`src/lin_ctrl_pkg.sv`:
```
package lin_ctrl_pkg;
	typedef enum logic [2:0] {
		MODE_POR,
		MODE_READY,
		MODE_OPERATION,
		MODE_TRANSMITTER_OFF,
		MODE_POWER_DOWN
	} mode_type;

	localparam int CLK_PERIOD_NS   = 4;
	localparam int CS_FILTER_US    = 10;
	localparam int TXD_TIMEOUT_MS  = 25;
	localparam int BUS_TIMEOUT_MS  = 25;
	localparam int WAKE_LOW_US     = 70;
	// least times round up, longest times round down
	localparam int CS_FILTER_CYC   = (CS_FILTER_US * 1000 + CLK_PERIOD_NS - 1) / CLK_PERIOD_NS;
	localparam int TXD_TIMEOUT_CYC = TXD_TIMEOUT_MS * 1000000 / CLK_PERIOD_NS;
	localparam int BUS_TIMEOUT_CYC = BUS_TIMEOUT_MS * 1000000 / CLK_PERIOD_NS;
	localparam int WAKE_LOW_CYC    = (WAKE_LOW_US * 1000 + CLK_PERIOD_NS - 1) / CLK_PERIOD_NS;
	localparam int CS_CNT_W        = 12;
	localparam int TO_CNT_W        = 23;
	localparam int WAKE_CNT_W      = 15;

	localparam int LOG_W           = 8;
	localparam int LOG_DEPTH       = 16;
	localparam int LOG_PTR_W       = 4;
	localparam int LOG_MODE_LSB    = 5;
	localparam int LOG_BUS_BIT     = 4;
	localparam int LOG_FLT_LSB     = 0;
endpackage

```
`src/lin_log_fifo.sv`:
```
`timescale 1ns/1ps
module lin_log_fifo #(
	parameter int W     = 8,
	parameter int DEPTH = 16,
	parameter int AW    = 4
) (
	input  wire logic         clk_i,
	input  wire logic         nrst_i,
	input  wire logic         en_i,
	input  wire logic [W-1:0] in_data_i,
	input  wire logic         in_valid_i,
	output logic              in_ready_o,
	output logic [W-1:0]      out_data_o,
	output logic              out_valid_o,
	input  wire logic         out_ready_i
);
	typedef struct packed {
		logic [DEPTH-1:0][W-1:0] mem;
		logic [AW-1:0]           wr;
		logic [AW-1:0]           rd;
		logic [AW:0]             cnt;
	} fifo_type;

	fifo_type st_reg;
	fifo_type st_next;
	logic     push;
	logic     pop;

	assign in_ready_o  = st_reg.cnt != (AW+1)'(DEPTH);
	assign out_valid_o = st_reg.cnt != '0;
	assign out_data_o  = st_reg.mem[st_reg.rd];

	always_comb begin
		st_next = st_reg;
		push = in_valid_i && in_ready_o;
		pop = out_valid_o && out_ready_i;
		if (push) begin
			st_next.mem[st_reg.wr] = in_data_i;
			st_next.wr = st_reg.wr + 1'b1;
		end
		if (pop) begin
			st_next.rd = st_reg.rd + 1'b1;
		end
		if (push && !pop) begin
			st_next.cnt = st_reg.cnt + 1'b1;
		end else if (pop && !push) begin
			st_next.cnt = st_reg.cnt - 1'b1;
		end
	end

	always_ff @(posedge clk_i or negedge nrst_i) begin
		if (!nrst_i) begin
			st_reg <= '0;
		end else if (en_i) begin
			st_reg <= st_next;
		end
	end
endmodule

```
`src/lin_transceiver_mode_control.sv`:
```
`timescale 1ns/1ps
module lin_transceiver_mode_control
	import lin_ctrl_pkg::*;
#(
	parameter int TXD_TO_CYC = TXD_TIMEOUT_CYC,
	parameter int BUS_TO_CYC = BUS_TIMEOUT_CYC,
	parameter int WAKE_CYC   = WAKE_LOW_CYC
) (
	input  wire logic         clk_i,
	input  wire logic         nrst_i,
	input  wire logic         en_i,
	input  wire logic         supply_ok_i,
	input  wire logic         txd_i,
	input  wire logic         cs_level_i,
	input  wire logic         cs_drive_i,
	input  wire logic         wake_n_i,
	input  wire logic         bus_line_i,
	output logic              bus_line_o,
	output logic              bus_line_oe_o,
	input  wire logic         rx_pin_i,
	output logic              rx_o,
	output logic              rx_oe_o,
	output logic              regulator_enable_out_o,
	input  wire logic         thermal_fault_i,
	input  wire logic         contention_fault_i,
	output mode_type          mode_o,
	output logic [LOG_W-1:0]  log_data_o,
	output logic              log_valid_o,
	input  wire logic         log_ready_i,
	output logic              log_ready_o
);
	typedef struct packed {
		mode_type                mode;
		logic                    cs_filt;
		logic [CS_CNT_W-1:0]     cs_cnt;
		logic [TO_CNT_W-1:0]     txd_cnt;
		logic [TO_CNT_W-1:0]     bus_cnt;
		logic [WAKE_CNT_W-1:0]   wake_cnt;
		logic                    txd_prev;
		logic                    bus_prev;
		logic                    wake_prev;
		logic                    txd_flt;
		logic                    bus_flt;
		logic                    rx_flt;
		logic                    bus_oe;
		logic                    rx_oe;
		logic                    ren;
	} ctl_type;

	localparam ctl_type CTL_RESET = '{
		mode:      MODE_POR,
		cs_filt:   1'b0,
		cs_cnt:    '0,
		txd_cnt:   '0,
		bus_cnt:   '0,
		wake_cnt:  '0,
		txd_prev:  1'b1,
		bus_prev:  1'b1,
		wake_prev: 1'b1,
		txd_flt:   1'b0,
		bus_flt:   1'b0,
		rx_flt:    1'b0,
		bus_oe:    1'b0,
		rx_oe:     1'b0,
		ren:       1'b0
	};

	ctl_type            st_reg;
	ctl_type            st_next;
	logic               cs_eff;
	logic               cs_fall;
	logic               wake_fall;
	logic               bus_wake;
	logic               txd_expire;
	logic               bus_expire;
	logic               faults_any;
	logic               tx_en;
	logic               txd_eff;
	logic               log_push;
	logic [LOG_W-1:0]   log_word;

	// saturating count toward a limit
	function automatic logic [TO_CNT_W-1:0] bump(input logic [TO_CNT_W-1:0] cnt,
		input logic [TO_CNT_W-1:0] lim);
		bump = (cnt >= lim) ? lim : cnt + 1'b1;
	endfunction

	always_comb begin
		st_next = st_reg;
		cs_eff = cs_drive_i & cs_level_i;

		// chip-select integrator: flips only after a steady disagreement
		if (cs_eff == st_reg.cs_filt) begin
			st_next.cs_cnt = '0;
		end else if (st_reg.cs_cnt == CS_CNT_W'(CS_FILTER_CYC - 1)) begin
			st_next.cs_filt = cs_eff;
			st_next.cs_cnt = '0;
		end else begin
			st_next.cs_cnt = st_reg.cs_cnt + 1'b1;
		end
		cs_fall = st_reg.cs_filt && !st_next.cs_filt;

		// transmit-dominant timeout
		txd_expire = !txd_i && st_reg.txd_cnt == TO_CNT_W'(TXD_TO_CYC - 1);
		if (txd_i) begin
			st_next.txd_cnt = '0;
		end else begin
			st_next.txd_cnt = bump(st_reg.txd_cnt, TO_CNT_W'(TXD_TO_CYC - 1));
		end
		if (txd_expire) begin
			st_next.txd_flt = 1'b1;
		end else if (txd_i && !st_reg.txd_prev) begin
			st_next.txd_flt = 1'b0;
		end

		// bus-dominant timeout
		bus_expire = !bus_line_i && st_reg.bus_cnt == TO_CNT_W'(BUS_TO_CYC - 1);
		if (bus_line_i) begin
			st_next.bus_cnt = '0;
		end else begin
			st_next.bus_cnt = bump(st_reg.bus_cnt, TO_CNT_W'(BUS_TO_CYC - 1));
		end
		if (bus_expire) begin
			st_next.bus_flt = 1'b1;
		end else if (bus_line_i && st_next.cs_filt) begin
			st_next.bus_flt = 1'b0;
		end

		// receive-pin monitor; a missing pull-up keeps the fault standing
		// receive drive lags the bus one clock: judge only after two recessive samples
		if (st_reg.mode == MODE_OPERATION && st_reg.bus_prev && bus_line_i && !rx_pin_i) begin
			st_next.rx_flt = 1'b1;
		end else if (bus_line_i && rx_pin_i) begin
			st_next.rx_flt = 1'b0;
		end

		// remote wake qualifier
		if (st_reg.mode == MODE_POWER_DOWN && !bus_line_i) begin
			st_next.wake_cnt = WAKE_CNT_W'(bump(TO_CNT_W'(st_reg.wake_cnt),
				TO_CNT_W'(WAKE_CYC)));
		end else begin
			st_next.wake_cnt = '0;
		end
		bus_wake = st_reg.mode == MODE_POWER_DOWN && bus_line_i && !st_reg.bus_prev
			&& st_reg.wake_cnt == WAKE_CNT_W'(WAKE_CYC);
		wake_fall = st_reg.wake_prev && !wake_n_i;

		faults_any = st_next.txd_flt || st_next.bus_flt || st_next.rx_flt
			|| thermal_fault_i || contention_fault_i;

		case (st_reg.mode)
			MODE_POR: begin
				// decide only once supplies are up and the filter has settled
				if (supply_ok_i && cs_eff == st_reg.cs_filt) begin
					if (!st_reg.cs_filt) begin
						st_next.mode = MODE_READY;
					end else if (txd_i && !faults_any) begin
						st_next.mode = MODE_OPERATION;
					end else begin
						st_next.mode = MODE_TRANSMITTER_OFF;
					end
				end
			end
			MODE_READY: begin
				if (st_reg.cs_filt) begin
					st_next.mode = txd_i ? MODE_OPERATION : MODE_TRANSMITTER_OFF;
				end
			end
			MODE_OPERATION: begin
				if (cs_fall && txd_i) begin
					st_next.mode = MODE_POWER_DOWN;
				end else if (faults_any) begin
					st_next.mode = MODE_TRANSMITTER_OFF;
				end
			end
			MODE_TRANSMITTER_OFF: begin
				if (cs_fall) begin
					st_next.mode = MODE_POWER_DOWN;
				end else if (!faults_any && txd_i && st_reg.cs_filt) begin
					st_next.mode = MODE_OPERATION;
				end
			end
			MODE_POWER_DOWN: begin
				if (st_reg.cs_filt || wake_fall || bus_wake) begin
					st_next.mode = MODE_READY;
				end
			end
			default: begin
				st_next.mode = MODE_POR;
			end
		endcase

		tx_en = st_next.mode == MODE_OPERATION && st_next.cs_filt && !faults_any;
		txd_eff = tx_en ? txd_i : 1'b1;
		st_next.bus_oe = !txd_eff;
		st_next.rx_oe = st_next.mode != MODE_POWER_DOWN && !bus_line_i;
		st_next.ren = st_next.mode != MODE_POWER_DOWN;
		st_next.txd_prev = txd_i;
		st_next.bus_prev = bus_line_i;
		st_next.wake_prev = wake_n_i;

		log_push = en_i && st_next.mode != st_reg.mode;
		log_word = '0;
		log_word[LOG_MODE_LSB +: 3] = st_next.mode;
		log_word[LOG_BUS_BIT] = bus_line_i;
		log_word[LOG_FLT_LSB +: 4] = {st_next.txd_flt, st_next.bus_flt, st_next.rx_flt,
			thermal_fault_i | contention_fault_i};
	end

	always_ff @(posedge clk_i or negedge nrst_i) begin
		if (!nrst_i) begin
			st_reg <= CTL_RESET;
		end else if (en_i) begin
			st_reg <= st_next;
		end
	end

	// open-drain pins: level is always low, enable says drive
	assign bus_line_o             = 1'b0;
	assign bus_line_oe_o          = st_reg.bus_oe;
	assign rx_o                   = 1'b0;
	assign rx_oe_o                = st_reg.rx_oe;
	assign regulator_enable_out_o = st_reg.ren;
	assign mode_o                 = st_reg.mode;

	lin_log_fifo #(
		.W     (LOG_W),
		.DEPTH (LOG_DEPTH),
		.AW    (LOG_PTR_W)
	) u_log_fifo (
		.clk_i       (clk_i),
		.nrst_i      (nrst_i),
		.en_i        (en_i),
		.in_data_i   (log_word),
		.in_valid_i  (log_push),
		.in_ready_o  (log_ready_o),
		.out_data_o  (log_data_o),
		.out_valid_o (log_valid_o),
		.out_ready_i (log_ready_i)
	);
endmodule

```
`config.mk`:
```
export PLATFORM = sky130hd
export DESIGN_NAME = lin_transceiver_mode_control
export DESIGN_NICKNAME = d
export VERILOG_FILES = /design/src/lin_ctrl_pkg.sv /design/src/lin_log_fifo.sv /design/src/lin_transceiver_mode_control.sv
export SDC_FILE = /design/constraint.sdc
export NUM_CORES = 1
export LEC_CHECK = 0
export BUFFER_PORTS_ARGS = -buffer_cell sky130_fd_sc_hd__buf_2
export CAP_MARGIN = 20
export CORE_MARGIN = 5
export CORE_UTILIZATION = 48
export DETAILED_ROUTE_END_ITERATION = 8
export REMOVE_ABC_BUFFERS = 1
export SLEW_MARGIN = 10
export SYNTH_ARGS = -nofsm -noshare
export SYNTH_HDL_FRONTEND = slang
export SYNTH_SLANG_ARGS = --single-unit
```
`constraint.sdc`:
```
create_clock -name clk_i -period 7 [get_ports clk_i]
set_input_delay 1.05 -clock clk_i [delete_from_list [all_inputs] [get_ports clk_i]]
set_output_delay 1.05 -clock clk_i [all_outputs]
set_load 0.01 [all_outputs]
```
# Yosys cells after proc, flatten, opt, wreduce, memory -nomap -nowiden
# Index checks and enable logic that the tools add are counted.
dict set report totals {
  register_bits 227
  mem_bits_rw 0
  word_cells 148
  out_inout_bits 18
  memories 0
  rom_bits 0
  latch_bits 0
}
dict set report op_classes {
  reduce_logical 50
  magnitude_cmp 6
  n_mul 0
  muxes 35
  shift 0
  eq_ne 13
  bitwise_logic 2
  div 0
  addsub 8
}
# operator count
set ops {}
lappend ops {{$bwmux W128} 1}
lappend ops {{$mux W23} 4}
lappend ops {{$add A23 B1 Y23 const B} 2}
lappend ops {{$eq A23 B23 Y1 const B} 2}
lappend ops {{$ge A23 B23 Y1 const B} 2}
lappend ops {{$bmux W8 S4} 1}
lappend ops {{$demux W8 S4} 1}
lappend ops {{$mux W15} 2}
lappend ops {{$logic_and A1 B1 Y1} 27}
lappend ops {{$mux W12} 2}
lappend ops {{$mux W3} 7}
lappend ops {{$mux W8} 2}
lappend ops {{$add A15 B1 Y15 const B} 1}
lappend ops {{$eq A15 B15 Y1 const B} 1}
lappend ops {{$ge A15 B15 Y1 const B} 1}
lappend ops {{$pmux W3 S5} 1}
lappend ops {{$add A12 B1 Y12 const B} 1}
lappend ops {{$eq A12 B12 Y1 const B} 1}
lappend ops {{$logic_not A1 Y1} 11}
lappend ops {{$mux W1} 11}
lappend ops {{$lt A4 B5 Y1 const B} 2}
lappend ops {{$mux W5} 2}
lappend ops {{$eq A3 B2 Y1 const B} 3}
lappend ops {{$add A4 B1 Y4 const B} 2}
lappend ops {{other kinds (17)} 24}

# Longest topological paths before layout
# Gate-level depths: netlist of run 1.
dict set report depth {
  word_depth 23
  mapped_depth 17
  mapped_depth_nobuf 16
}

# Hierarchy
# From an unflattened synthesis of run 1, not the netlist that was laid out.
dict set report hier_totals {
  cells_unflattened 1068
  hier_area_um2 12132.9
}
# module cells_each area_per_inst_um2 n_inst seq_area_each_um2
set modules_own_cells {}
lappend modules_own_cells {lin_log_fifo 440 6841.6 1 3528.4}
lappend modules_own_cells {lin_transceiver_mode_control 628 5291.3 1 2155.8}

# Worst setup path after synthesis of run 1
# No wires, ideal clock.
dict set report synth_path {
  path_type {in2reg}
  startpoint {input port txd_i}
  endpoint {register u_log_fifo.st_reg[4] in the netlist's numbering}
  t_arrival_ns 3.987
  slack_ns 2.888
  n_path_buf 2
  required_time_ns 6.875
  cell_stages 16
  path_cell_list {buf_2 > inv_1 > o21ai_0 > o31a_1 > o211ai_2 > a41o_2 > a211oi_4 > buf_4 > ha_1 > inv_1 > fa_1 > a21o_1 > a21oi_1 > xnor2_1 > nor2_1 > xor2_1}
}
dict set report synth_between {
  elab_chain_len 20
  elab_cells_between_ends 32
  classes_between {eq/ne: 1; mux: 13; reduce/logical: 18}
}
# item line
set synth_rtl {}
lappend synth_rtl {{start, declared} lin_transceiver_mode_control.sv:13} ;# input wire logic txd_i,
lappend synth_rtl {{$logic_and A1 B1 Y1 / $logic_not A1 Y1 (equally long branches)} {lin_transceiver_mode_control.sv:112, lin_transceiver_mode_control.sv:104}}
lappend synth_rtl {{$mux W1 / $logic_and A1 B1 Y1 (equally long branches)} {lin_transceiver_mode_control.sv:112, lin_transceiver_mode_control.sv:104}}
lappend synth_rtl {{$mux W1} lin_transceiver_mode_control.sv:110} ;# if (txd_expire) begin
lappend synth_rtl {{$logic_or A1 B1 Y1 (2 in a row)} lin_transceiver_mode_control.sv:148} ;# faults_any = st_next.txd_flt || st_next.bus_flt || st_next.rx_flt
lappend synth_rtl {{$logic_or A1 B1 Y1 (2 in a row)} lin_transceiver_mode_control.sv:149} ;# || thermal_fault_i || contention_fault_i;
lappend synth_rtl {{$logic_not A1 Y1} {lin_transceiver_mode_control.sv:157, lin_transceiver_mode_control.sv:179}}
lappend synth_rtl {{$logic_and A1 B1 Y1} {lin_transceiver_mode_control.sv:157, lin_transceiver_mode_control.sv:179}}
lappend synth_rtl {{$mux W1 / $logic_and A1 B1 Y1 (equally long branches)} {lin_transceiver_mode_control.sv:157, lin_transceiver_mode_control.sv:179}}
lappend synth_rtl {{[2 not listed]} --}
lappend synth_rtl {{$pmux W3 S5 *} lin_transceiver_mode_control.sv:151} ;# case (st_reg.mode)
lappend synth_rtl {{$ne A3 B3 Y1 *} lin_transceiver_mode_control.sv:202} ;# log_push = en_i && st_next.mode != st_reg.mode;
lappend synth_rtl {{$logic_and A1 B1 Y1 *} lin_transceiver_mode_control.sv:202}
lappend synth_rtl {{$logic_and A1 B1 Y1 *} lin_log_fifo.sv:35} ;# push = in_valid_i && in_ready_o;
lappend synth_rtl {{$logic_not A1 Y1} lin_log_fifo.sv:46} ;# end else if (pop && !push) begin
lappend synth_rtl {{$logic_and A1 B1 Y1} lin_log_fifo.sv:46}
lappend synth_rtl {{$reduce_bool A2 Y1 (no line)} --}
lappend synth_rtl {{$reduce_and A2 Y1 (no line)} --}
lappend synth_rtl {{end signal, assigned} lin_log_fifo.sv:55} ;# st_reg <= st_next;
lappend synth_rtl {{end, declared} lin_log_fifo.sv:24} ;# fifo_type st_reg;
# Every way passes the cells marked *; elsewhere a longest branch is shown, timed or not.
# A chain may end at the register's enable or synchronous reset.

# Worst setup path after layout of run 1
# Ends and elaborated chain as after synthesis.

==> impl_metrics.ini, run 1 <==
[logic_synthesis]
synthArstFlopShare_pct = 100
synth_most_common_cell = dfrtp_1
synth_cells = 1068
synth_seq_cells = 227
synthTopCellsByArea = dfrtp_1, mux4_2, mux2_2
ys_warn_count = 0
avgSynthCellArea_um2 = 11.2
ys.flop_type = dfrtp_1
seq_area_frac_synth_pct = 47.4
yosysTopAreaCell = dfrtp_1
yosys.area.top_type_share_pct = 46.8
synthTopCellsByCount = dfrtp_1, nand2_1, o21ai_0
synth-edff-count = 0
syn-cell-area_um2 = 12000
synth_cell_types = 80

[clock_network]
cts.sinks = 227
root_buffer = clkbuf_16
cts_max_level = 1
cts_tree = done
clock_path_buffers = 3
cts_resized = 0
post-cts-setup-buffer-count = 0
ctsHoldBuffers = 0
clkLatencyLatePin_ns = 0.54
path_clk_slew_ns = 0.06
cts_made_buffers = 27

[critical_path]
crit_chain = buf_2 > inv_1 > o21ai_0 > o31a_1 > o211ai_2 > a41o_2 > a211oi_4 > ha_1 > inv_1 > fa_1 > a21o_1 > a21oi_1 > xnor2_1 > nor2_1 > xor2_1
slowest_stage = a211oi_4
r2r-end = u_log_fifo.st_reg[4]$_DFFE_PN0P_
cp.required_ns = 7.42
critPathBufInv = 3
rr_worst_depth = 15
r2r_setup_slack_ns = 2.74
setup.worst_path.start_class = input port
cp_common_cell = inv_1
arrival_ns = 4.84
slowest_delay_ns = 0.68
worstSetupPathType = input port to flop
path_depth = 15
endpoint_kind = flop
rr_startpoint = st_reg[70]$_DFFE_PN0P_
cp_max_fo = 17
crit_family = compound AO/OA/AOI/OAI gates

[sta]
fin_crit_sh_pct = 63.2
maxSlewViolCount = 0
tightest_slew_ns = 1.08
finalSetupViolations = 0
fin_crit_ns = 4.42
relSlewSlack_pct = 28.0
grt_setup_unrepaired = no
fmax_ghz = 0.226
hold_ws_ns = 0.469
hold_viol = 0
final.setup.worst_slack_ns = 2.58
setup-tns-final_ns = 0
fin_worst_skew_ns = 0.0105

[global_routing]
grt_max_degree = 81
globalRouteOverflowTotal = 0
grt_pass1_wl_mm = 46.9
grt_pass1_vias = 8387
grt_use_total_pct = 20.3
grt_antenna_before_repair = 0

[final_layout]
drive_gt1_share_pct = 22.2
largest_reg_flops = 141
final_cells = 1413
final_util_pct = 53.9
num_antenna_cells = 0
num-nets-final = 1097
final_cell_area_um2 = 13200
syn_to_final_growth_pct = 9.95

[power]
p_total_mw = 4.60
p_leak_nw = 5.81
p_per_area_nw_per_um2 = 349
vdd_drop_max_uv = 220

[floorplanning]
die_h_um = 168
rows = 57
core_um2 = 24500
io_pins = 31
fp.dieArea_um2 = 28200
chipWidth_um = 168
start_util_pct = 49.0

[place]
dp_worst_setup_slack_ns = 1.99
gp_congestion = 0.830
dp_hpwl_mm = 18.3
placed_cells = 1362
post_dp_cell_area_um2 = 12300
port_buffers = 28

[drt]
dr.pass1.iters = 6
wl_met1_mm = 14.0
drt_iter0_markers = 701
viasPerCell = 5.97
met2_length_mm = 12.8
postRouteAntennaNets = 0
routed_wl_mm = 28.6
wire_per_inst_um = 20.2
num_vias = 8430
route.detailed.drc = 0
route.met3.wl_mm = 1.22
top_layer = met4

[run]
max-cap-violations = 0

[min_path]
hp-class = input port to asynchronous set/reset pin

[outcome]
outcome = complete, no violations
[worst reg2reg max path: stages, from the launching register on]
cell	delay [ns]
dfrtp_1	0.38
ha_1	0.27
and4b_1	0.33
and4_1	0.24
o21ai_1	0.11
a31o_1	0.30
a41o_2	0.33
a211oi_4	0.68
ha_1	0.30
inv_1	0.10
fa_1	0.42
a21o_1	0.17
a21oi_1	0.17
xnor2_1	0.14
nor2_1	0.06
xor2_1	0.14
[final cells by class]
type	instances	area [µm²]
well taps	324	405
clock buffers	42	822
clock inverters	7	46.3
repair buffers	44	290
multi-input cells	720	5740
flip-flops and latches	227	5690
inverters	49	184
fillers	2144	11300
[layer usage]
| metal | vias up | GRT usage [%] |
|---|---|---|
| li1 | 3984 | - |
| met1 | 4223 | 30.9 |
| met2 | 186 | 31.0 |
| met3 | 37 | 2.81 |
| met4 | 0 | 5.08 |
| met5 | - | 0 |
[cells by family after synthesis]
family | after synthesis | share of synthesized area [%]
AND/OR/NAND/NOR | 291 | 12.7
AO/OA/AOI/OAI | 265 | 15.3
flip-flops | 227 | 47.4
multiplexers | 131 | 17.1
buffers and inverters | 122 | 4.68
XOR/XNOR | 16 | 1.17
adder cells (fa/ha/maj) | 15 | 1.63
other | 1 | 0.0313
[worst max path at each step]
stage | start | to | slack (ns)
final | txd_i | u_log_fifo.st_reg[4]$_DFFE_PN0P_ | 2.58
after global routing | txd_i | u_log_fifo.st_reg[4]$_DFFE_PN0P_ | 2.20
after CTS | txd_i | u_log_fifo.st_reg[4]$_DFFE_PN0P_ | 2.56
after detailed placement | txd_i | u_log_fifo.st_reg[4]$_DFFE_PN0P_ | 1.99
after global placement | txd_i | u_log_fifo.st_reg[4]$_DFFE_PN0P_ | 2.12
after floorplan | cs_drive_i | u_log_fifo.st_reg[4]$_DFFE_PN0P_ | 2.87
[placed cells by master, fill, tap and decap left out, types with 6 or more instances in the layout]
master	synthesis	final
a21o_1	14	14
a21oi_1	48	48
a22o_1	6	6
a2bb2oi_1	16	16
a31oi_1	20	20
and2_1	8	8
and3_1	27	27
buf_2	7	27
buf_4	9	15
clkbuf_1	40	6
clkbuf_16	0	27
clkbuf_8	0	9
dfrtp_1	224	223
ha_1	14	14
inv_1	47	47
mux2_2	55	55
mux2_4	34	34
mux4_2	40	40
nand2_1	70	70
nand2b_1	13	13
nand3_1	48	48
nand4_1	18	18
nor2_1	46	46
nor2b_1	7	7
nor3_1	13	13
nor4_1	10	10
o21ai_0	63	63
o22a_1	30	30
o2bb2ai_1	9	9
o31ai_1	8	8
o32ai_1	7	7
xnor2_1	11	11
[where the power goes]
group,leakage [nW],internal (mW),switching [mW],total (mW)
logic,2.41,0.717,0.642,1.36
clock network,0.433,0.805,0.559,1.36
registers,2.96,1.63,0.252,1.88
Note: power is estimated with default switching activity, not from simulation.
==> run 2: changes to the inputs <==
==> constraint.sdc (replaced) <==
create_clock -name clk_i -period 4.15 [get_ports clk_i]
set_input_delay 0.6225 -clock clk_i [delete_from_list [all_inputs] [get_ports clk_i]]
set_output_delay 0.6225 -clock clk_i [all_outputs]
set_load 0.01 [all_outputs]
==> impl_metrics.ini, run 2 (synthesized netlist as in run 1, its figures left out) <==
[global_routing]
grt_max_degree = 116
grt_use_total_pct = 20.6
grt_pass1_wl_mm = 47.7
globalRouteOverflowTotal = 0
grt_antenna_before_repair = 0
grt_pass1_vias = 8642

[clock_network]
post-cts-setup-buffer-count = 0
path_clk_slew_ns = 0.06
cts_made_buffers = 27
clkLatencyLatePin_ns = 0.54
root_buffer = clkbuf_16
cts_tree = done
clock_path_buffers = 3
cts.sinks = 227
cts_max_level = 1
cts_resized = 0
ctsHoldBuffers = 0

[min_path]
hp-class = input port to asynchronous set/reset pin

[critical_path]
r2r-end = u_log_fifo.st_reg[4]$_DFFE_PN0P_
cp.required_ns = 4.56
endpoint = u_log_fifo.st_reg[4]$_DFFE_PN0P_
worstSetupPathType = flop to flop
rr_startpoint = st_reg[70]$_DFFE_PN0P_
critPathLaunch = st_reg[70]$_DFFE_PN0P_
r2r_setup_slack_ns = 0.43
setup.worst_path.start_class = flop
cp_max_fo = 5
rr_worst_depth = 15
arrival_ns = 4.14
endpoint_kind = flop

[place]
dp_worst_setup_slack_ns = 0.398
dp_hpwl_mm = 19.2
port_buffers = 28
gp_congestion = 0.860
placed_cells = 1378
post_dp_cell_area_um2 = 12400

[drt]
wl_met1_mm = 13.9
top_layer = met4
drt_iter0_markers = 646
met2_length_mm = 13.3
route.detailed.drc = 0
routed_wl_mm = 28.9
dr.pass1.iters = 5
viasPerCell = 5.99
postRouteAntennaNets = 0
num_vias = 8554
wire_per_inst_um = 20.2
route.met3.wl_mm = 1.38

[power]
clkPwrFrac_pct = 29.6
vdd_drop_max_uv = 297
power_frac_comb_pct = 30.0
seqPwrFrac_pct = 40.3
p_leak_nw = 5.89
p_per_area_nw_per_um2 = 589
swShare_pct = 31.5
p_switching_mw = 2.47
p_total_mw = 7.84
intPower_mw = 5.37

[final_layout]
drive_gt1_share_pct = 23.1
regArea_um2 = 5690
fillers = 2139
final_cells = 1429
final_common_cell = dfrtp_1
multi_input_comb_area_um2 = 5740
num_antenna_cells = 0
largest_reg_flops = 141
layout_common_cells = dfrtp_1, nand2_1, o21ai_0
final_util_pct = 54.4
num-nets-final = 1112
syn_to_final_growth_pct = 11.1
final_cell_area_um2 = 13300

[sta]
finalSetupViolations = 0
maxSlewViolCount = 0
fin_crit_sh_pct = 89.8
relSlewSlack_pct = 38.3
fin_crit_ns = 3.72
fmax_ghz = 0.268
hold_ws_ns = 0.148
grt_setup_unrepaired = no
hold_viol = 0
fin_worst_skew_ns = 0.0199
setup-tns-final_ns = 0
final.setup.worst_slack_ns = 0.425
tightest_slew_ns = 0.926

[floorplanning]
start_util_pct = 49.0
chipWidth_um = 168
io_pins = 31
die_h_um = 168
core_um2 = 24500
rows = 57
fp.dieArea_um2 = 28200

[outcome]
outcome = complete, no violations

[run]
max-cap-violations = 0
run 2: worst max-delay path, cell delays in order (launching register included):
cell	delay, ns
dfrtp_1	0.39
ha_1	0.25
and4b_1	0.32
nand4_1	0.15
a21oi_1	0.30
o211ai_2	0.17
a41o_2	0.34
a211oi_4	0.26
ha_1	0.21
inv_1	0.10
fa_1	0.41
a21o_1	0.17
a21oi_1	0.17
xnor2_1	0.13
nor2_1	0.06
xor2_1	0.15
run 2: layout make-up:
cell class	instances	share of cell area, %
Clock buffer	43	6.05
Tap cell	324	3.05
Inverter	49	1.38
Sequential cell	227	42.7
Clock inverter	7	0.564
Multi-Input combinational cell	720	43.1
Timing Repair Buffer	59	3.11
run 2: power groups by stage:
stage          sequential (mW)  combinational (mW)  clock [mW]
3_5_place_dp              3.19                2.37           0
2_1_floorplan             3.16                1.62           0
3_3_place_gp              3.17                2.33           0
5_1_grt                   3.23                2.56        2.48
6_report                  3.16                2.35        2.32
4_1_cts                   3.16                2.37        2.37
run 2: per-layer routing:
layer	vias up	global-route usage [%]
met2	179	32.4
li1	4009	-
met1	4336	30.6
met4	0	4.13
met3	30	3.52
met5	-	0
run 2: how the worst min path moves through the flow:
stage | cells past startpoint | endpoint
after floorplan | 0 | bus_line_oe_o$_DFFE_PN0P_
after global placement | 1 | u_log_fifo.st_reg[61]$_DFFE_PN0P_
after detailed placement | 1 | u_log_fifo.st_reg[130]$_DFFE_PN0P_
after CTS | 1 | st_reg[34]$_DFFE_PN0P_
after global routing | 1 | st_reg[34]$_DFFE_PN0P_
final | 1 | st_reg[34]$_DFFE_PN0P_
==> run 3: changes to the inputs <==
--- a/config.mk
+++ b/config.mk
@@ -10,6 +10,7 @@
 export CORE_MARGIN = 5
 export CORE_UTILIZATION = 48
 export DETAILED_ROUTE_END_ITERATION = 8
+export PLACE_DENSITY = 0.61
 export REMOVE_ABC_BUFFERS = 1
 export SLEW_MARGIN = 10
 export SYNTH_ARGS = -nofsm -noshare
==> impl_metrics.ini, run 3 (synthesized netlist as in run 1, its figures left out) <==
[place]
gp_congestion = 0.832
placed_cells = 1380
dp_hpwl_mm = 18.9
port_buffers = 28
dp_worst_setup_slack_ns = 0.379

[global_routing]
grt_pass1_wl_mm = 47.1
grt_antenna_before_repair = 0
grt_pass1_vias = 8543
grt_use_total_pct = 20.4
grt_max_degree = 111
globalRouteOverflowTotal = 0

[clock_network]
post-cts-setup-buffer-count = 0
cts_resized = 0
path_clk_slew_ns = 0.06
clock_path_buffers = 3
cts.sinks = 227
cts_tree = done
clkLatencyLatePin_ns = 0.52
cts_max_level = 1
cts_made_buffers = 26
root_buffer = clkbuf_16
ctsHoldBuffers = 0

[critical_path]
cp_common_cell = ha_1
endpoint_kind = flop
cp_max_fo = 5
arrival_ns = 4.10
slowest_delay_ns = 0.42
cp.required_ns = 4.55
worstSetupPathType = flop to flop
slowest_stage = fa_1
setup.worst_path.start_class = flop
crit_chain = ha_1 > nand3_1 > nor4b_1 > a41oi_1 > o211ai_2 > a2111oi_2 > a211oi_4 > ha_1 > inv_1 > fa_1 > a21o_1 > a21oi_1 > xnor2_1 > nor2_1 > xor2_1

[drt]
viasPerCell = 5.99
dr.pass1.iters = 5
drt_iter0_markers = 612
num_vias = 8555
wire_per_inst_um = 20.1
routed_wl_mm = 28.7
route.detailed.drc = 0
postRouteAntennaNets = 0

[final_layout]
drive_gt1_share_pct = 23.4
final_common_cell = dfrtp_1
largest_reg_flops = 141
fillers = 2121
layout_common_cells = dfrtp_1, nand2_1, o21ai_0
num-nets-final = 1113
regArea_um2 = 5690
final_util_pct = 54.3
multi_input_comb_area_um2 = 5740
num_antenna_cells = 0
final_cells = 1429
syn_to_final_growth_pct = 10.8

[floorplanning]
core_um2 = 24500
chipWidth_um = 168
start_util_pct = 49.0
rows = 57
die_h_um = 168
fp.dieArea_um2 = 28200
io_pins = 31

[run]
max-cap-violations = 0

[power]
vdd_drop_max_uv = 325
p_total_mw = 7.77
p_leak_nw = 5.89
p_per_area_nw_per_um2 = 585

[outcome]
outcome = complete, no violations

[min_path]
hp-class = input port to asynchronous set/reset pin

[sta]
relSlewSlack_pct = 42.4
grt_setup_unrepaired = no
finalSetupViolations = 0
fin_crit_sh_pct = 89.0
fin_worst_skew_ns = 0.0127
tightest_slew_ns = 0.864
setup-tns-final_ns = 0
fmax_ghz = 0.271
hold_viol = 0
fin_crit_ns = 3.69
final.setup.worst_slack_ns = 0.458
maxSlewViolCount = 0
[run 3: cell types whose count changed in the layout (fill, tap and decap cells not counted)]
| cell | change |
|---|---|
| clkinv_2 | +5 |
| clkbuf_1 | -4 |
| inv_16 | -1 |
| clkbuf_8 | -3 |
| buf_4 | +3 |
[run 3: worst max-delay path, delay by kind of cell (launching register included)]
| kind | cells | cell delay, ns |
|---|---|---|
| flip-flops | 1 | 0.40 |
| XOR/XNOR | 2 | 0.29 |
| buffers and inverters | 1 | 0.10 |
| AO/OA/AOI/OAI | 6 | 1.33 |
| adder cells (fa/ha/maj) | 3 | 0.86 |
| AND/OR/NAND/NOR | 3 | 0.60 |
[run 3: routing by layer]
metal  GRT usage [%]  routed length [µm]  up-vias  part of all wire [%]
met1            30.5               13700     4348                    48
met2            31.1               13000      178                    45
met4            5.01                 587        0                   2.0
met3            3.52                1400       37                   4.9
li1                -                   -     3992                     -
met5               0                   0        -                     0
[run 3: per-stage QoR]
| stage | area [µm²] | hold WS (ns) |
|---|---|---|
| 2_1_floorplan | 11600 | 0.327 |
| 6_report | 13300 | 0.175 |
| 3_5_place_dp | 12400 | 0.474 |
| 3_3_place_gp | 12400 | 0.467 |
| 5_1_grt | 13300 | 0.243 |
| 4_1_cts | 13300 | 0.216 |
[run 3: path summary, 6_finish.rpt]
path	endpoint	depth (start not counted)	slack [ns]	start
max reg2reg	u_log_fifo.st_reg[4]$_DFFE_PN0P_	15	0.46	st_reg[24]$_DFFE_PN0P_
min	st_reg[35]$_DFFE_PN0P_	1	0.18	nrst_i
min reg2reg	u_log_fifo.st_reg[82]$_DFFE_PN0P_	1	0.48	u_log_fifo.st_reg[82]$_DFFE_PN0P_
min in group clk_i	st_reg[3]$_DFFE_PN0P_	2	0.32	rx_pin_i
max	u_log_fifo.st_reg[4]$_DFFE_PN0P_	15	0.46	st_reg[24]$_DFFE_PN0P_
max in group asynchronous	st_reg[6]$_DFFE_PN1P_	2	3.10	nrst_i
[run 3: layout make-up]
type | count | area share [%]
clock buffers | 37 | 5.75
repair buffers | 61 | 3.18
clock inverters | 11 | 0.603
multi-input cells | 720 | 43.2
flip-flops and latches | 227 | 42.8
inverters | 49 | 1.38
well taps | 324 | 3.05
[run 3: report_power, final]
part | switching, mW | internal [mW] | leakage, nW
Clock | 0.910 | 1.34 | 0.428
Sequential | 0.470 | 2.74 | 2.96
Combinational | 1.07 | 1.24 | 2.50
